File: src/hw/port_move_consts.vh
// constants for the port data move instruction block
`ifndef PORT_MOVE_CONSTS_VH
`define PORT_MOVE_CONSTS_VH

// wishbone byte addresses, one aligned word each
`define ADDR_INSTR 8'h00
`define ADDR_CORE_STATE 8'h04
`define ADDR_PORT_STATE 8'h08
`define ADDR_PIN_STATE 8'h0C
`define ADDR_RAM_INDEX 8'h10
`define ADDR_RAM_DATA 8'h14

// opcode prefixes, address field in opcode[6:0] for reads, writes and stores; wake and direction take opcode[3:0]
`define OP_READ_B 9'h0B7
`define OP_READ_C 9'h096
`define OP_READ_D 9'h097
`define OP_WRITE_A 9'h0B4
`define OP_WRITE_B 9'h0B5
`define OP_WRITE_E 9'h0B8
`define OP_STORE_WR 5'h1E
`define OP_STORE_IMM 5'h17
`define OP_WAKE_EN 12'h521
`define OP_DIR_A 12'h570
`define OP_DIR_B 12'h578

// instruction classes out of the decoder
`define CLS_NONE 4'h0
`define CLS_READ_B 4'h1
`define CLS_READ_C 4'h2
`define CLS_READ_D 4'h3
`define CLS_STORE_WR 4'h4
`define CLS_STORE_IMM 4'h5
`define CLS_WRITE_A 4'h6
`define CLS_WRITE_B 4'h7
`define CLS_WRITE_E 4'h8
`define CLS_WAKE_EN 4'h9
`define CLS_DIR_A 4'hA
`define CLS_DIR_B 4'hB

// reset values
`define DIR_RESET 4'hF
`define LATCH_RESET 4'h0
`define WAKE_RESET 4'h0

// field positions in the core state word
`define ZERO_FLAG_BIT 4
`endif

File: src/hw/pin_filter.v
// three-stage pin synchroniser with agreement filter
module pin_filter #(
  parameter WIDTH = 4
) (
  input wire clk,
  input wire rst_b,
  input wire [WIDTH-1:0] pin,
  output reg [WIDTH-1:0] level
);

  reg [WIDTH-1:0] stage1; // metastability catcher, read only by stage2
  reg [WIDTH-1:0] stage2; // first settled copy
  reg [WIDTH-1:0] stage3; // second settled copy

  // shift the pins in; a bit of level moves only when stage2 and stage3 agree
  // so a single-cycle glitch after stage1 never reaches the core
  always @(posedge clk or negedge rst_b) begin
    if (!rst_b) begin
      stage1 <= {WIDTH{1'b0}};
      stage2 <= {WIDTH{1'b0}};
      stage3 <= {WIDTH{1'b0}};
      level <= {WIDTH{1'b0}};
    end else begin
      stage1 <= pin;
      stage2 <= stage1;
      stage3 <= stage2;
      level <= (stage2 & stage3) | (level & (stage2 | stage3));
    end
  end

endmodule

File: src/hw/port_data_move_instructions.v
// execution unit for port and ram data move instructions
//
// What this block does
// - port-B read loads ram and accumulator, one cycle
// - port-B read sets zero flag, own prefix
// - port-C read loads ram, accumulator, zero flag
// - port-D read loads ram, accumulator, zero flag
// - working register copied into addressed ram nibble
// - immediate nibble stored into addressed ram nibble
// - port-A latch takes addressed ram nibble
// - port-B latch takes addressed ram nibble
// - port-E latch takes addressed ram nibble
// - per-pin falling edge on port C wakes
// - port-A direction bit zero means output, reset ones
// - port-B direction bit zero means output, reset ones
`include "port_move_consts.vh"

module port_data_move_instructions #(
  parameter RAM_WORDS = 128,
  parameter ADDR_BITS = 7
) (
  input wire clk,
  input wire rst_b,
  // classic wishbone slave
  input wire wb_cyc_i,
  input wire wb_stb_i,
  input wire wb_we_i,
  input wire [7:0] wb_adr_i,
  input wire [3:0] wb_sel_i,
  input wire [31:0] wb_dat_i,
  output reg [31:0] wb_dat_o,
  output reg wb_ack_o,
  // bidirectional port a
  input wire [3:0] bidir_port_a_in,
  output reg [3:0] bidir_port_a_out,
  output reg [3:0] bidir_port_a_oe,
  // bidirectional port b
  input wire [3:0] bidir_port_b_in,
  output reg [3:0] bidir_port_b_out,
  output reg [3:0] bidir_port_b_oe,
  // input-only ports
  input wire [3:0] input_port_c,
  input wire [3:0] input_port_d,
  // output-only port e
  output reg [3:0] output_port_e,
  // one-cycle wake request toward the stop-mode controller
  output reg stop_wake
);

  // decode an opcode into its instruction class
  // both five-bit store prefixes have the top bit set and every other prefix
  // has it clear, so no test in this chain can shadow a later one
  function [3:0] decode_class;
    input [15:0] op;
    begin
      if (op[15:7] == `OP_READ_B)
        decode_class = `CLS_READ_B;
      else if (op[15:7] == `OP_READ_C)
        decode_class = `CLS_READ_C;
      else if (op[15:7] == `OP_READ_D)
        decode_class = `CLS_READ_D;
      else if (op[15:7] == `OP_WRITE_A)
        decode_class = `CLS_WRITE_A;
      else if (op[15:7] == `OP_WRITE_B)
        decode_class = `CLS_WRITE_B;
      else if (op[15:7] == `OP_WRITE_E)
        decode_class = `CLS_WRITE_E;
      else if (op[15:11] == `OP_STORE_WR)
        decode_class = `CLS_STORE_WR;
      else if (op[15:11] == `OP_STORE_IMM)
        decode_class = `CLS_STORE_IMM;
      else if (op[15:4] == `OP_WAKE_EN)
        decode_class = `CLS_WAKE_EN;
      else if (op[15:4] == `OP_DIR_A)
        decode_class = `CLS_DIR_A;
      else if (op[15:4] == `OP_DIR_B)
        decode_class = `CLS_DIR_B;
      else
        decode_class = `CLS_NONE;
    end
  endfunction

  // true for the three instructions that load accumulator and ram together
  // shared by the ram write port and the accumulator update
  function is_port_read;
    input [3:0] cls;
    begin
      is_port_read = (cls == `CLS_READ_B) || (cls == `CLS_READ_C) ||
        (cls == `CLS_READ_D);
    end
  endfunction

  // state touched by this group of instructions
  // one ram write port; reads at the opcode address, the working register and the window
  reg [3:0] data_ram [0:RAM_WORDS-1]; // data ram, words 0..15 are working registers
  reg [3:0] accumulator; // accumulator nibble
  reg zero_flag; // set when the last port read loaded zero
  reg [15:0] last_opcode; // opcode most recently issued
  reg [3:0] port_a_direction; // 1 = input, 0 = output
  reg [3:0] port_b_direction; // 1 = input, 0 = output
  reg [3:0] stop_wake_enables; // per pin falling edge wake enables
  reg [ADDR_BITS-1:0] ram_index; // software window pointer into the ram
  reg [3:0] port_c_prev; // filtered port c, one cycle old

  wire [3:0] port_a_level; // filtered pin levels
  wire [3:0] port_b_level;
  wire [3:0] port_c_level;
  wire [3:0] port_d_level;

  // bus decode
  // a request is taken once, on the edge where ack is still low
  wire bus_req; // new request not yet answered
  wire bus_wr; // write accepted this edge
  wire exec; // instruction issued this edge
  wire ram_window_wr; // software write through the ram window

  // instruction fields
  // every field is cut straight out of the low half of the write data
  wire [3:0] op_class;
  wire [ADDR_BITS-1:0] op_addr; // seven-bit ram address field
  wire [3:0] op_wr_sel; // working register select
  wire [3:0] op_imm_store; // immediate for the ram store
  wire [3:0] op_imm_low; // immediate in the low nibble
  wire [3:0] ram_at_addr; // ram nibble addressed by the opcode
  wire [3:0] ram_at_wr; // working register contents

  // combinational feed for the single ram write port
  reg [3:0] port_value; // nibble chosen by a port read
  reg ram_we; // ram write this edge
  reg [ADDR_BITS-1:0] ram_waddr;
  reg [3:0] ram_wdata;
  reg [31:0] next_rdata; // read data to latch with the ack

  assign bus_req = wb_cyc_i && wb_stb_i && !wb_ack_o;
  assign bus_wr = bus_req && wb_we_i;
  // the opcode only exists as a whole when both low byte lanes are written
  // a narrower write to the instruction address is dropped without effect
  assign exec = bus_wr && (wb_adr_i == `ADDR_INSTR) && wb_sel_i[0] && wb_sel_i[1];
  assign ram_window_wr = bus_wr && (wb_adr_i == `ADDR_RAM_DATA) && wb_sel_i[0];

  assign op_class = decode_class(wb_dat_i[15:0]);
  assign op_addr = wb_dat_i[ADDR_BITS-1:0];
  assign op_wr_sel = wb_dat_i[10:7];
  assign op_imm_store = wb_dat_i[10:7];
  assign op_imm_low = wb_dat_i[3:0];
  assign ram_at_addr = data_ram[op_addr];
  assign ram_at_wr = data_ram[op_wr_sel];

  // pin synchronisers for everything arriving from outside
  // port reads see the filtered level, so a pin change needs four edges
  // before an instruction can load it
  pin_filter #(.WIDTH(4)) sync_a (
    .clk(clk),
    .rst_b(rst_b),
    .pin(bidir_port_a_in),
    .level(port_a_level)
  );

  pin_filter #(.WIDTH(4)) sync_b (
    .clk(clk),
    .rst_b(rst_b),
    .pin(bidir_port_b_in),
    .level(port_b_level)
  );

  pin_filter #(.WIDTH(4)) sync_c (
    .clk(clk),
    .rst_b(rst_b),
    .pin(input_port_c),
    .level(port_c_level)
  );

  pin_filter #(.WIDTH(4)) sync_d (
    .clk(clk),
    .rst_b(rst_b),
    .pin(input_port_d),
    .level(port_d_level)
  );

  // pick the port nibble for the read instructions
  always @* begin
    case (op_class)
      `CLS_READ_B: port_value = port_b_level;
      `CLS_READ_C: port_value = port_c_level;
      `CLS_READ_D: port_value = port_d_level;
      default: port_value = 4'h0; // nothing reads it for other classes
    endcase
  end

  // single ram write port: instruction stores win over the software window
  // since both come from the same bus cycle they can never collide anyway
  always @* begin
    ram_we = 1'b0;
    ram_waddr = op_addr;
    ram_wdata = 4'h0;
    if (exec) begin
      if (is_port_read(op_class)) begin
        ram_we = 1'b1;
        ram_wdata = port_value;
      end else if (op_class == `CLS_STORE_WR) begin
        ram_we = 1'b1;
        ram_wdata = ram_at_wr;
      end else if (op_class == `CLS_STORE_IMM) begin
        ram_we = 1'b1;
        ram_wdata = op_imm_store;
      end
    end else if (ram_window_wr) begin
      // software window: seeds the ram without an instruction
      ram_we = 1'b1;
      ram_waddr = ram_index;
      ram_wdata = wb_dat_i[3:0];
    end
  end

  // ram array itself carries no reset; its contents are software data
  always @(posedge clk) begin
    if (ram_we) begin
      data_ram[ram_waddr] <= ram_wdata;
    end
  end

  // accumulator and zero flag follow every port read
  // the zero flag moves only on the three port reads; stores leave it alone
  // the last opcode is kept for software to read back, whatever its class
  always @(posedge clk or negedge rst_b) begin
    if (!rst_b) begin
      accumulator <= 4'h0;
      zero_flag <= 1'b0;
      last_opcode <= 16'h0000;
    end else if (exec) begin
      last_opcode <= wb_dat_i[15:0];
      if (is_port_read(op_class)) begin
        accumulator <= port_value;
        zero_flag <= (port_value == 4'h0);
      end
    end
  end

  // port output latches; they hold until the next write to the same port
  // and never track later ram changes
  // a write to one port leaves the other two latches alone
  always @(posedge clk or negedge rst_b) begin
    if (!rst_b) begin
      bidir_port_a_out <= `LATCH_RESET;
      bidir_port_b_out <= `LATCH_RESET;
      output_port_e <= `LATCH_RESET;
    end else if (exec) begin
      case (op_class)
        `CLS_WRITE_A: bidir_port_a_out <= ram_at_addr;
        `CLS_WRITE_B: bidir_port_b_out <= ram_at_addr;
        `CLS_WRITE_E: output_port_e <= ram_at_addr;
        default: bidir_port_a_out <= bidir_port_a_out;
      endcase
    end
  end

  // direction registers and the pin enables they drive
  // oe is kept as the inverse of direction in flops of its own, so the pin
  // enables come straight from registers and never glitch
  always @(posedge clk or negedge rst_b) begin
    if (!rst_b) begin
      port_a_direction <= `DIR_RESET;
      port_b_direction <= `DIR_RESET;
      bidir_port_a_oe <= ~`DIR_RESET;
      bidir_port_b_oe <= ~`DIR_RESET;
    end else if (exec && op_class == `CLS_DIR_A) begin
      port_a_direction <= op_imm_low;
      bidir_port_a_oe <= ~op_imm_low;
    end else if (exec && op_class == `CLS_DIR_B) begin
      port_b_direction <= op_imm_low;
      bidir_port_b_oe <= ~op_imm_low;
    end
  end

  // wake enables and the falling edge detector on filtered port c
  // edges are taken from the filtered level, so a bounce shorter than
  // two cycles does not wake the core
  // the detector resets low like the filter, so the rise of an idle-high
  // pin after reset is never mistaken for a falling edge
  // the enables load on the instruction's edge, so an edge in that very
  // cycle is judged against the old enables
  // limitation: the wake request is one cycle wide; the stop logic must catch it
  always @(posedge clk or negedge rst_b) begin
    if (!rst_b) begin
      stop_wake_enables <= `WAKE_RESET;
      port_c_prev <= 4'h0;
      stop_wake <= 1'b0;
    end else begin
      port_c_prev <= port_c_level;
      stop_wake <= |(port_c_prev & ~port_c_level & stop_wake_enables);
      if (exec && op_class == `CLS_WAKE_EN) begin
        stop_wake_enables <= op_imm_low;
      end
    end
  end

  // software window pointer
  // only the low seven bits are kept; higher bits of the write are ignored
  always @(posedge clk or negedge rst_b) begin
    if (!rst_b) begin
      ram_index <= {ADDR_BITS{1'b0}};
    end else if (bus_wr && wb_adr_i == `ADDR_RAM_INDEX && wb_sel_i[0]) begin
      ram_index <= wb_dat_i[ADDR_BITS-1:0];
    end
  end

  // read multiplexer; unmapped addresses answer with zero
  // ram data needs the index and the word written first; the ram is not reset
  always @* begin
    next_rdata = 32'h0000_0000;
    case (wb_adr_i)
      `ADDR_INSTR: next_rdata = {16'h0000, last_opcode};
      `ADDR_CORE_STATE: begin
        next_rdata[3:0] = accumulator;
        next_rdata[`ZERO_FLAG_BIT] = zero_flag;
      end
      `ADDR_PORT_STATE: next_rdata = {8'h00, stop_wake_enables, port_b_direction,
        port_a_direction, output_port_e, bidir_port_b_out, bidir_port_a_out};
      `ADDR_PIN_STATE: next_rdata = {16'h0000, port_d_level, port_c_level,
        port_b_level, port_a_level};
      `ADDR_RAM_INDEX: next_rdata = {{(32-ADDR_BITS){1'b0}}, ram_index};
      `ADDR_RAM_DATA: next_rdata = {28'h000_0000, data_ram[ram_index]};
      default: next_rdata = 32'h0000_0000;
    endcase
  end

  // bus answer: ack one cycle after the request, dropped the cycle after
  // trade-off: one wait state on every access buys a fully registered answer
  // read data is latched with ack, so it stands through the ack cycle and
  // holds until the next read is taken
  always @(posedge clk or negedge rst_b) begin
    if (!rst_b) begin
      wb_ack_o <= 1'b0;
      wb_dat_o <= 32'h0000_0000;
    end else begin
      wb_ack_o <= bus_req;
      if (bus_req && !wb_we_i) begin
        wb_dat_o <= next_rdata;
      end
    end
  end

endmodule

File: config.mk
export PLATFORM = sky130hd
export DESIGN_NAME = port_data_move_instructions
export DESIGN_NICKNAME = d
export VERILOG_FILES = /design/src/hw/pin_filter.v /design/src/hw/port_data_move_instructions.v
export VERILOG_INCLUDE_DIRS = /design/src /design/src/hw
export SDC_FILE = /design/constraint.sdc
export NUM_CORES = 1
export LEC_CHECK = 0
export BUFFER_PORTS_ARGS = -buffer_cell sky130_fd_sc_hd__buf_4
export CAP_MARGIN = 5
export CORE_MARGIN = 2
export CORE_UTILIZATION = 45
export CTS_CLUSTER_SIZE = 16
export DETAILED_ROUTE_END_ITERATION = 10
export PLACE_DENSITY = 0.69
export SETUP_SLACK_MARGIN = 0.1
export SLEW_MARGIN = 0
export SYNTH_ARGS = -nofsm -noshare
export SYNTH_HDL_FRONTEND = slang
export SYNTH_SLANG_ARGS = --single-unit
File: constraint.sdc
create_clock -name clk -period 7.9 [get_ports clk]
set_clock_uncertainty 0.05 [all_clocks]
set_input_delay 0.79 -clock clk [delete_from_list [all_inputs] [get_ports clk]]
set_output_delay 0.79 -clock clk [all_outputs]
set_load 0.005 [all_outputs]
Word-level counts from Yosys, hierarchy flattened
Memories as Yosys holds them, arrays and structs flattened.
Cells that the tools add are included.
- equal/unequal tests: 27
- muxes and demuxes: 28
- bitwise operators: 21
- reductions and logical operators: 26
- operators by type and width (kind ; number):
    $pmux 19 s4 ; 1
    $mux 4 ; 16
    $eq 9x8->1 const B ; 6
    $and 4x4->4 ; 10
    $eq 12x11->1 const B ; 3
    $or 4x4->4 ; 8
    $pmux 5 s6 ; 1
    $eq 4x3->1 const B ; 4
    $eq 4x4->1 const B ; 4
    $eq 8x4->1 const B ; 2
    $eq 8x5->1 const B ; 2
    $logic_and 1x1->1 ; 14
    $mux 7 ; 2
    $pmux 4 s3 ; 1
    $eq 5x5->1 const B ; 2
    $reduce_and 2->1 ; 5
    $eq 4x2->1 const B ; 2
    $eq 8x3->1 const B ; 1
    $logic_not 8->1 ; 1
    $not 4->4 ; 2
    $mux 1 ; 7
    $eq 4x1->1 const B ; 1
    $logic_not 4->1 ; 1
    $reduce_or 4->1 ; 1
    other kinds (3) ; 5
- bits in registers: 162
- bits in writable memories: 512
- input port bits: 65
- output and inout bits: 54
- word-level logic and storage cells: 135
- memories kept: 1
- memory list (memory ; words ; width ; rd ports ; clocked after memory_dff ; write ports ; line ; RTL):
    data_ram ; 128 ; 4 ; 3 ; 0 ; 1 ; port_data_move_instructions.v:95 ; reg [3:0] data_ram [0:RAM_WORDS-1];

Logic depth before layout (Yosys ltp)
- depth in word-level cells: 19
- mapped depth: 11
- mapped depth without buffers: 6

By module
From an unflattened synthesis, not the netlist that was laid out.
- cell total of the unflattened synthesis: 1868
- area total of the unflattened synthesis: 31268.7 µm²
- by module, submodules not included (module ; instances ; cells an instance ; area each (µm²) ; sequential area each (µm²)):
    port_data_move_instructions ; 1 ; 1788 ; 29487.0 ; 17636.9
    pin_filter ; 4 ; 20 ; 445.4 ; 400.4

Worst setup path after synthesis
OpenSTA, ideal clock, no wires.
- path kind: input to register
- from: input wb_dat_i[15]
- to: memory data_ram[0][0], data pin
- setup time: 0.896 ns
- data arrival time: 5.898 ns
- required time: 6.954 ns
- slack: 1.055 ns
- stages on the path: 7
- path buffers: 1
- cell sequence: or3b_2 > buf_1 > nor4_1 > a22oi_1 > o31ai_1 > a221oi_1 > o22ai_1
- word-level cells in the longest chain between the ends: 17
- elaborated cells on any way between the ends: 34
- classes of those cells: eq/ne: 16; mux: 16; reduce/logical: 2
- ends and longest elaborated chain (item ; line ; RTL):
    from (decl) ; port_data_move_instructions.v:30 ; input wire [31:0] wb_dat_i,
    $eq 12x11->1 (no source line) ; n/a ;
    $mux 4 ; port_data_move_instructions.v:76 ; else if (op[15:4] == `OP_DIR_B)
    $mux 4 ; port_data_move_instructions.v:74 ; else if (op[15:4] == `OP_DIR_A)
    $mux 4 ; port_data_move_instructions.v:72 ; else if (op[15:4] == `OP_WAKE_EN)
    $mux 4 ; port_data_move_instructions.v:70 ; else if (op[15:11] == `OP_STORE_IMM)
    $mux 4 ; port_data_move_instructions.v:68 ; else if (op[15:11] == `OP_STORE_WR)
    $mux 4 ; port_data_move_instructions.v:66 ; else if (op[15:7] == `OP_WRITE_E)
    $mux 4 ; port_data_move_instructions.v:64 ; else if (op[15:7] == `OP_WRITE_B)
    [2 not listed] ; n/a ;
    $mux 4 ; port_data_move_instructions.v:58 ; else if (op[15:7] == `OP_READ_C)
    $mux 4 * ; port_data_move_instructions.v:56 ; if (op[15:7] == `OP_READ_B)
    $eq 4x3->1 (no source line) (tied with other cells) ; n/a ;
    $mux 4 / $logic_or 1x1->1 (equally long branches) ; port_data_move_instructions.v:203, port_data_move_instructions.v:88 ;
    $mux 4 / $logic_or 1x1->1 (equally long branches) ; port_data_move_instructions.v:200, port_data_move_instructions.v:88 ;
    $mux 4 * ; port_data_move_instructions.v:197 ; if (is_port_read(op_class)) begin
    $mux 4 * ; port_data_move_instructions.v:196 ; if (exec) begin
    net ram_wdata[0] ; port_data_move_instructions.v:131 ; reg [3:0] ram_wdata;
    to (decl) ; port_data_move_instructions.v:95 ;
Mark *: on every way through the listed nets, which the timed path passes. The rest lies on a longest branch.

Worst setup path in the final report
- from: input wb_adr_i[1]
- to: memory data_ram[2][1], enable pin
- word-level cells in the longest chain between the ends: 7
- elaborated cells on any way between the ends: 13
- classes of those cells: eq/ne: 1; mux: 6; reduce/logical: 6
- ends and longest elaborated chain (item ; line ; RTL):
    from (decl) ; port_data_move_instructions.v:28 ; input wire [7:0] wb_adr_i,
    $eq 8x5->1 / $logic_not 8->1 (equally long branches) ; n/a ;
    $logic_and 1x1->1 (on tied branches) (2 in series) ; port_data_move_instructions.v:139, port_data_move_instructions.v:138 ;
    $mux 1 / $logic_and 1x1->1 (equally long branches) ; port_data_move_instructions.v:207, port_data_move_instructions.v:138 ;
    $mux 1 ; port_data_move_instructions.v:196 ;
    $mux 1 ; port_data_move_instructions.v:217 ; if (ram_we) begin
    $mux 1 (implied by the code) ; port_data_move_instructions.v:218 ; data_ram[ram_waddr] <= ram_wdata;
Several ways; a longest one is shown, not always the timed one.

==> flow_metrics.py <==
metrics = {
    "detailed_routing": {
        "postRouteAntennaNets": 0,
        "detailroute.via_count": 19168,
        "total_wire_length_um": 85600,
        "pre_repair_dr_iteration_count": 6,
        "initial_drc_count": 2586,
        "routed_via_count_divided_by_cell_count": 6.53,
        "route.detailed.drc": 0,
        "wire_per_inst_um": 29.2,
    },
    "yosys": {
        "netlist.area_leader.share": 0.491,
        "synth.largest_area_cell": "sky130_fd_sc_hd__edfxtp_1",
        "asyncSetResetFlopFracSynth": 0.231,
        "ys_warn_count": 0,
        "synthFlopType": "sky130_fd_sc_hd__edfxtp_1",
        "ys_ff_latch": 666,
        "synth_sequential_area_ratio": 0.615,
        "number_of_synthesized_flops_with_an_enable_pin": 512,
        "synthesis.area_um2": 31300,
        "synth_top_cells_by_area": "sky130_fd_sc_hd__edfxtp_1 49%, sky130_fd_sc_hd__mux4_2 18%, sky130_fd_sc_hd__dfrtp_1 12%, sky130_fd_sc_hd__mux2i_1 3.4%, sky130_fd_sc_hd__nor3_1 2.1%",
        "synth.distinct_cells": 65,
        "synth_cells": 1912,
        "syn_avg_cell_area_um2": 16.4,
    },
    "setup_path": {
        "endpoint_kind": "flip-flop",
        "cp_top_family": "simple AND/OR/NAND/NOR gates",
        "critical_path.most_common_cell": "sky130_fd_sc_hd__buf_4",
        "slowest_cell_on_crit_path": "sky130_fd_sc_hd__nand3_2",
        "cp_cell_sequence": "buf_4 -> or4_1 -> nor4b_4 -> nand3_2 -> o32ai_2 -> nand2_1 -> buf_4 -> nor3_1",
        "worstPathArrival_ps": 4780,
        "worst_r2r_path_depth": 7,
        "cp.buffers_inverters": 2,
        "crit_required_ps": 8100,
        "slack_of_the_worst_reg_to_reg_path_ps": 3630,
        "critPathLaunchType": "input port",
        "worst_path_max_stage_delay_ps": 770,
        "category_of_the_most_critical_setup_path": "in2reg",
        "path_depth": 8,
        "critical_path_startpoint": "wb_adr_i[1]",
        "worstPathMaxFanout": 24,
        "source_of_the_worst_register_to_register_timing_path": "wb_ack_o",
    },
    "power": {
        "power_density_nw_per_um2": 208,
        "ir_drop_mv": 0.135,
        "totalPowerFinal_uw": 7330,
        "leakage_uw": 0.0128,
    },
    "timing": {
        "timing.slew.headroom": 0.220,
        "final.setup.tns_ps": 0,
        "maxClockFrequency_mhz": 218,
        "final_max_slew_viol_count": 0,
        "final_hold_viol_count": 0,
        "period_share": 0.580,
        "worst_pin_slew_ps": 1170,
        "rsz0062_at_grt": "no",
        "min_period_ps": 4580,
        "setup_violations": 0,
    },
    "clock_network": {
        "number_of_levels_the_h_tree_was_split_into": 3,
        "cts_max_path_buffers": 3,
        "cts_repair_resized_insts": 0,
        "post_cts.repair.setup_buffers": 0,
        "cts_tree": "done",
        "clock_latency_ps": 630,
        "clock_transition_at_the_registers_of_the_reported_paths_ps": 60,
        "hold_buffers": 0,
        "cts_buffers": 70,
        "clkSinkCount": 666,
        "cts_root_buffer": "sky130_fd_sc_hd__clkbuf_16",
    },
    "finish": {
        "finish.net_count": 2015,
        "layout.cells.most_common": "sky130_fd_sc_hd__edfxtp_1",
        "synthToLayoutAreaGrowth_pct": 12.3,
        "n_antenna_cell": 0,
        "layout_common_cells": "512 x sky130_fd_sc_hd__edfxtp_1, 252 x sky130_fd_sc_hd__mux4_2, 143 x sky130_fd_sc_hd__dfrtp_1",
        "finalInstanceArea_um2": 35200,
        "drive_gt1_frac": 0.291,
    },
    "placed_design": {
        "detailedPlacementHpwl_um": 55700,
        "gp_routability_congestion": 0.955,
        "placement.io_buffers": 92,
        "placed_cell_areas_um2": 32900,
    },
    "grt": {
        "grt_pass1_vias": 19372,
        "grt_overflow_total": 0,
        "grt_pass1_wl_um": 127000,
        "grt.total_usage": 0.241,
        "grt_max_degree": 93,
        "antenna_violations_before_repair": 3,
    },
    "job": {
        "maxCapViolations": 0,
    },
    "floorplanning": {
        "chipWidth_um": 268,
        "die_height_um": 268,
        "num_rows": 96,
        "core_um2": 68700,
        "i_o_pins": 119,
        "start_util": 0.456,
        "die_area_um2": 71700,
    },
    "outcome": {
        "run_status": "complete, no violations",
    },
    "worst_hold_path": {
        "hp-class": "in2async",
    },
}
synthesized netlist by cell type, types with 3 or more instances:
| master | count |
|---|---|
| sky130_fd_sc_hd__inv_1 | 12 |
| sky130_fd_sc_hd__or2_2 | 6 |
| sky130_fd_sc_hd__nand3_1 | 16 |
| sky130_fd_sc_hd__edfxtp_1 | 512 |
| sky130_fd_sc_hd__buf_2 | 48 |
| sky130_fd_sc_hd__a32oi_1 | 4 |
| sky130_fd_sc_hd__or4_1 | 5 |
| sky130_fd_sc_hd__and2_1 | 6 |
| sky130_fd_sc_hd__buf_1 | 32 |
| sky130_fd_sc_hd__o2111ai_1 | 7 |
| sky130_fd_sc_hd__a22oi_1 | 31 |
| sky130_fd_sc_hd__o21ai_0 | 52 |
| sky130_fd_sc_hd__nor2b_1 | 19 |
| sky130_fd_sc_hd__buf_4 | 17 |
| sky130_fd_sc_hd__nand2b_1 | 13 |
| sky130_fd_sc_hd__mux4_2 | 252 |
| sky130_fd_sc_hd__o31ai_1 | 8 |
| sky130_fd_sc_hd__and3_1 | 4 |
| sky130_fd_sc_hd__nor3_1 | 132 |
| sky130_fd_sc_hd__a211oi_1 | 7 |
| sky130_fd_sc_hd__o22ai_1 | 23 |
| sky130_fd_sc_hd__mux2_2 | 58 |
| sky130_fd_sc_hd__a311oi_1 | 4 |
| sky130_fd_sc_hd__mux2i_1 | 106 |
| sky130_fd_sc_hd__nor2_1 | 25 |
| sky130_fd_sc_hd__clkbuf_1 | 77 |
| sky130_fd_sc_hd__a21oi_1 | 26 |
| sky130_fd_sc_hd__o221ai_1 | 22 |
| sky130_fd_sc_hd__a22o_1 | 12 |
| sky130_fd_sc_hd__a2111oi_0 | 3 |
| sky130_fd_sc_hd__nor4_1 | 3 |
| sky130_fd_sc_hd__a221o_1 | 8 |
| sky130_fd_sc_hd__nand4_1 | 4 |
| sky130_fd_sc_hd__a221oi_1 | 20 |
| sky130_fd_sc_hd__maj3_1 | 16 |
| sky130_fd_sc_hd__dfrtp_1 | 146 |
| sky130_fd_sc_hd__a31oi_1 | 12 |
| sky130_fd_sc_hd__dfstp_2 | 8 |
| sky130_fd_sc_hd__o22a_1 | 5 |
| sky130_fd_sc_hd__nand2_1 | 118 |
| sky130_fd_sc_hd__or3_1 | 3 |
routing by layer:
metal	up-vias	track usage	part of all wire
li1	7899	-	-
met1	9913	0.330	0.38
met2	1160	0.377	0.47
met3	192	0.0630	0.11
met4	4	0.0832	0.034
met5	-	0	0.00035
metrics by stage:
step                setup WS (ps)  hold slack, ps   util  instances
global placement             2920             287  0.478       2809
detailed placement           2890             286  0.478       2809
global route                 3300             195  0.512       2937
floorplan                    1060             281      -       1919
CTS                          3530             170  0.512       2937
finish                       3320             165  0.512       2937
worst register-to-register path: cells and delay by family (launching register included):
| family | cells | cell delay, ps |
|---|---|---|
| AND/OR/NAND/NOR | 5 | 2620 |
| flip-flops | 1 | 380 |
| AO/OA/AOI/OAI | 1 | 500 |
| buffers and inverters | 1 | 380 |
cell families (layout without fill, tap and decap cells):
kind of cell             count (synthesis)  count (layout)  synth area share
AO/OA/AOI/OAI                          251             251            0.0568
other                                    1               8          0.000120
buffers and inverters                  189             276            0.0269
AND/OR/NAND/NOR                        372             372            0.0601
multiplexers                           416             416             0.236
adder cells (fa/ha/maj)                 16              16           0.00512
flip-flops                             666             666             0.615
XOR/XNOR                                 1               1          0.000280
path summary, 6_finish.rpt:
kind | end
worst max-delay path | data_ram[2][1]
worst min-delay path | output_port_e[3]
worst max register to register | data_ram[2][1]
worst min register to register | sync_d.stage2[0]
max in group asynchronous | sync_b.level[2]
min in group clk | sync_b.stage1[1]
sequential cells by signal (all words and copies together), names as in the netlist, 7 cells and up:
name	flops
wb_dat_o	24
last_opcode	16
ram_index	7
data_ram	512
power by group:
part / leakage (uW) / internal, uW / switching [uW] / total, uW
sequential: 0.00790 / 3760 / 21.5 / 3780
combinational: 0.00374 / 89.7 / 179 / 269
clock: 0.00112 / 1890 / 1390 / 3280
area by class of cell:
cell class,instances,area (um2)
inverter,14,52.6
clock inverter,30,288
timing repair buffer,134,1040
fill,5567,33600
tap,931,1160
clock buffer,98,2010
sequential,666,19200
multi-input combinational,1064,11300
(Power assumes the default switching activity.)
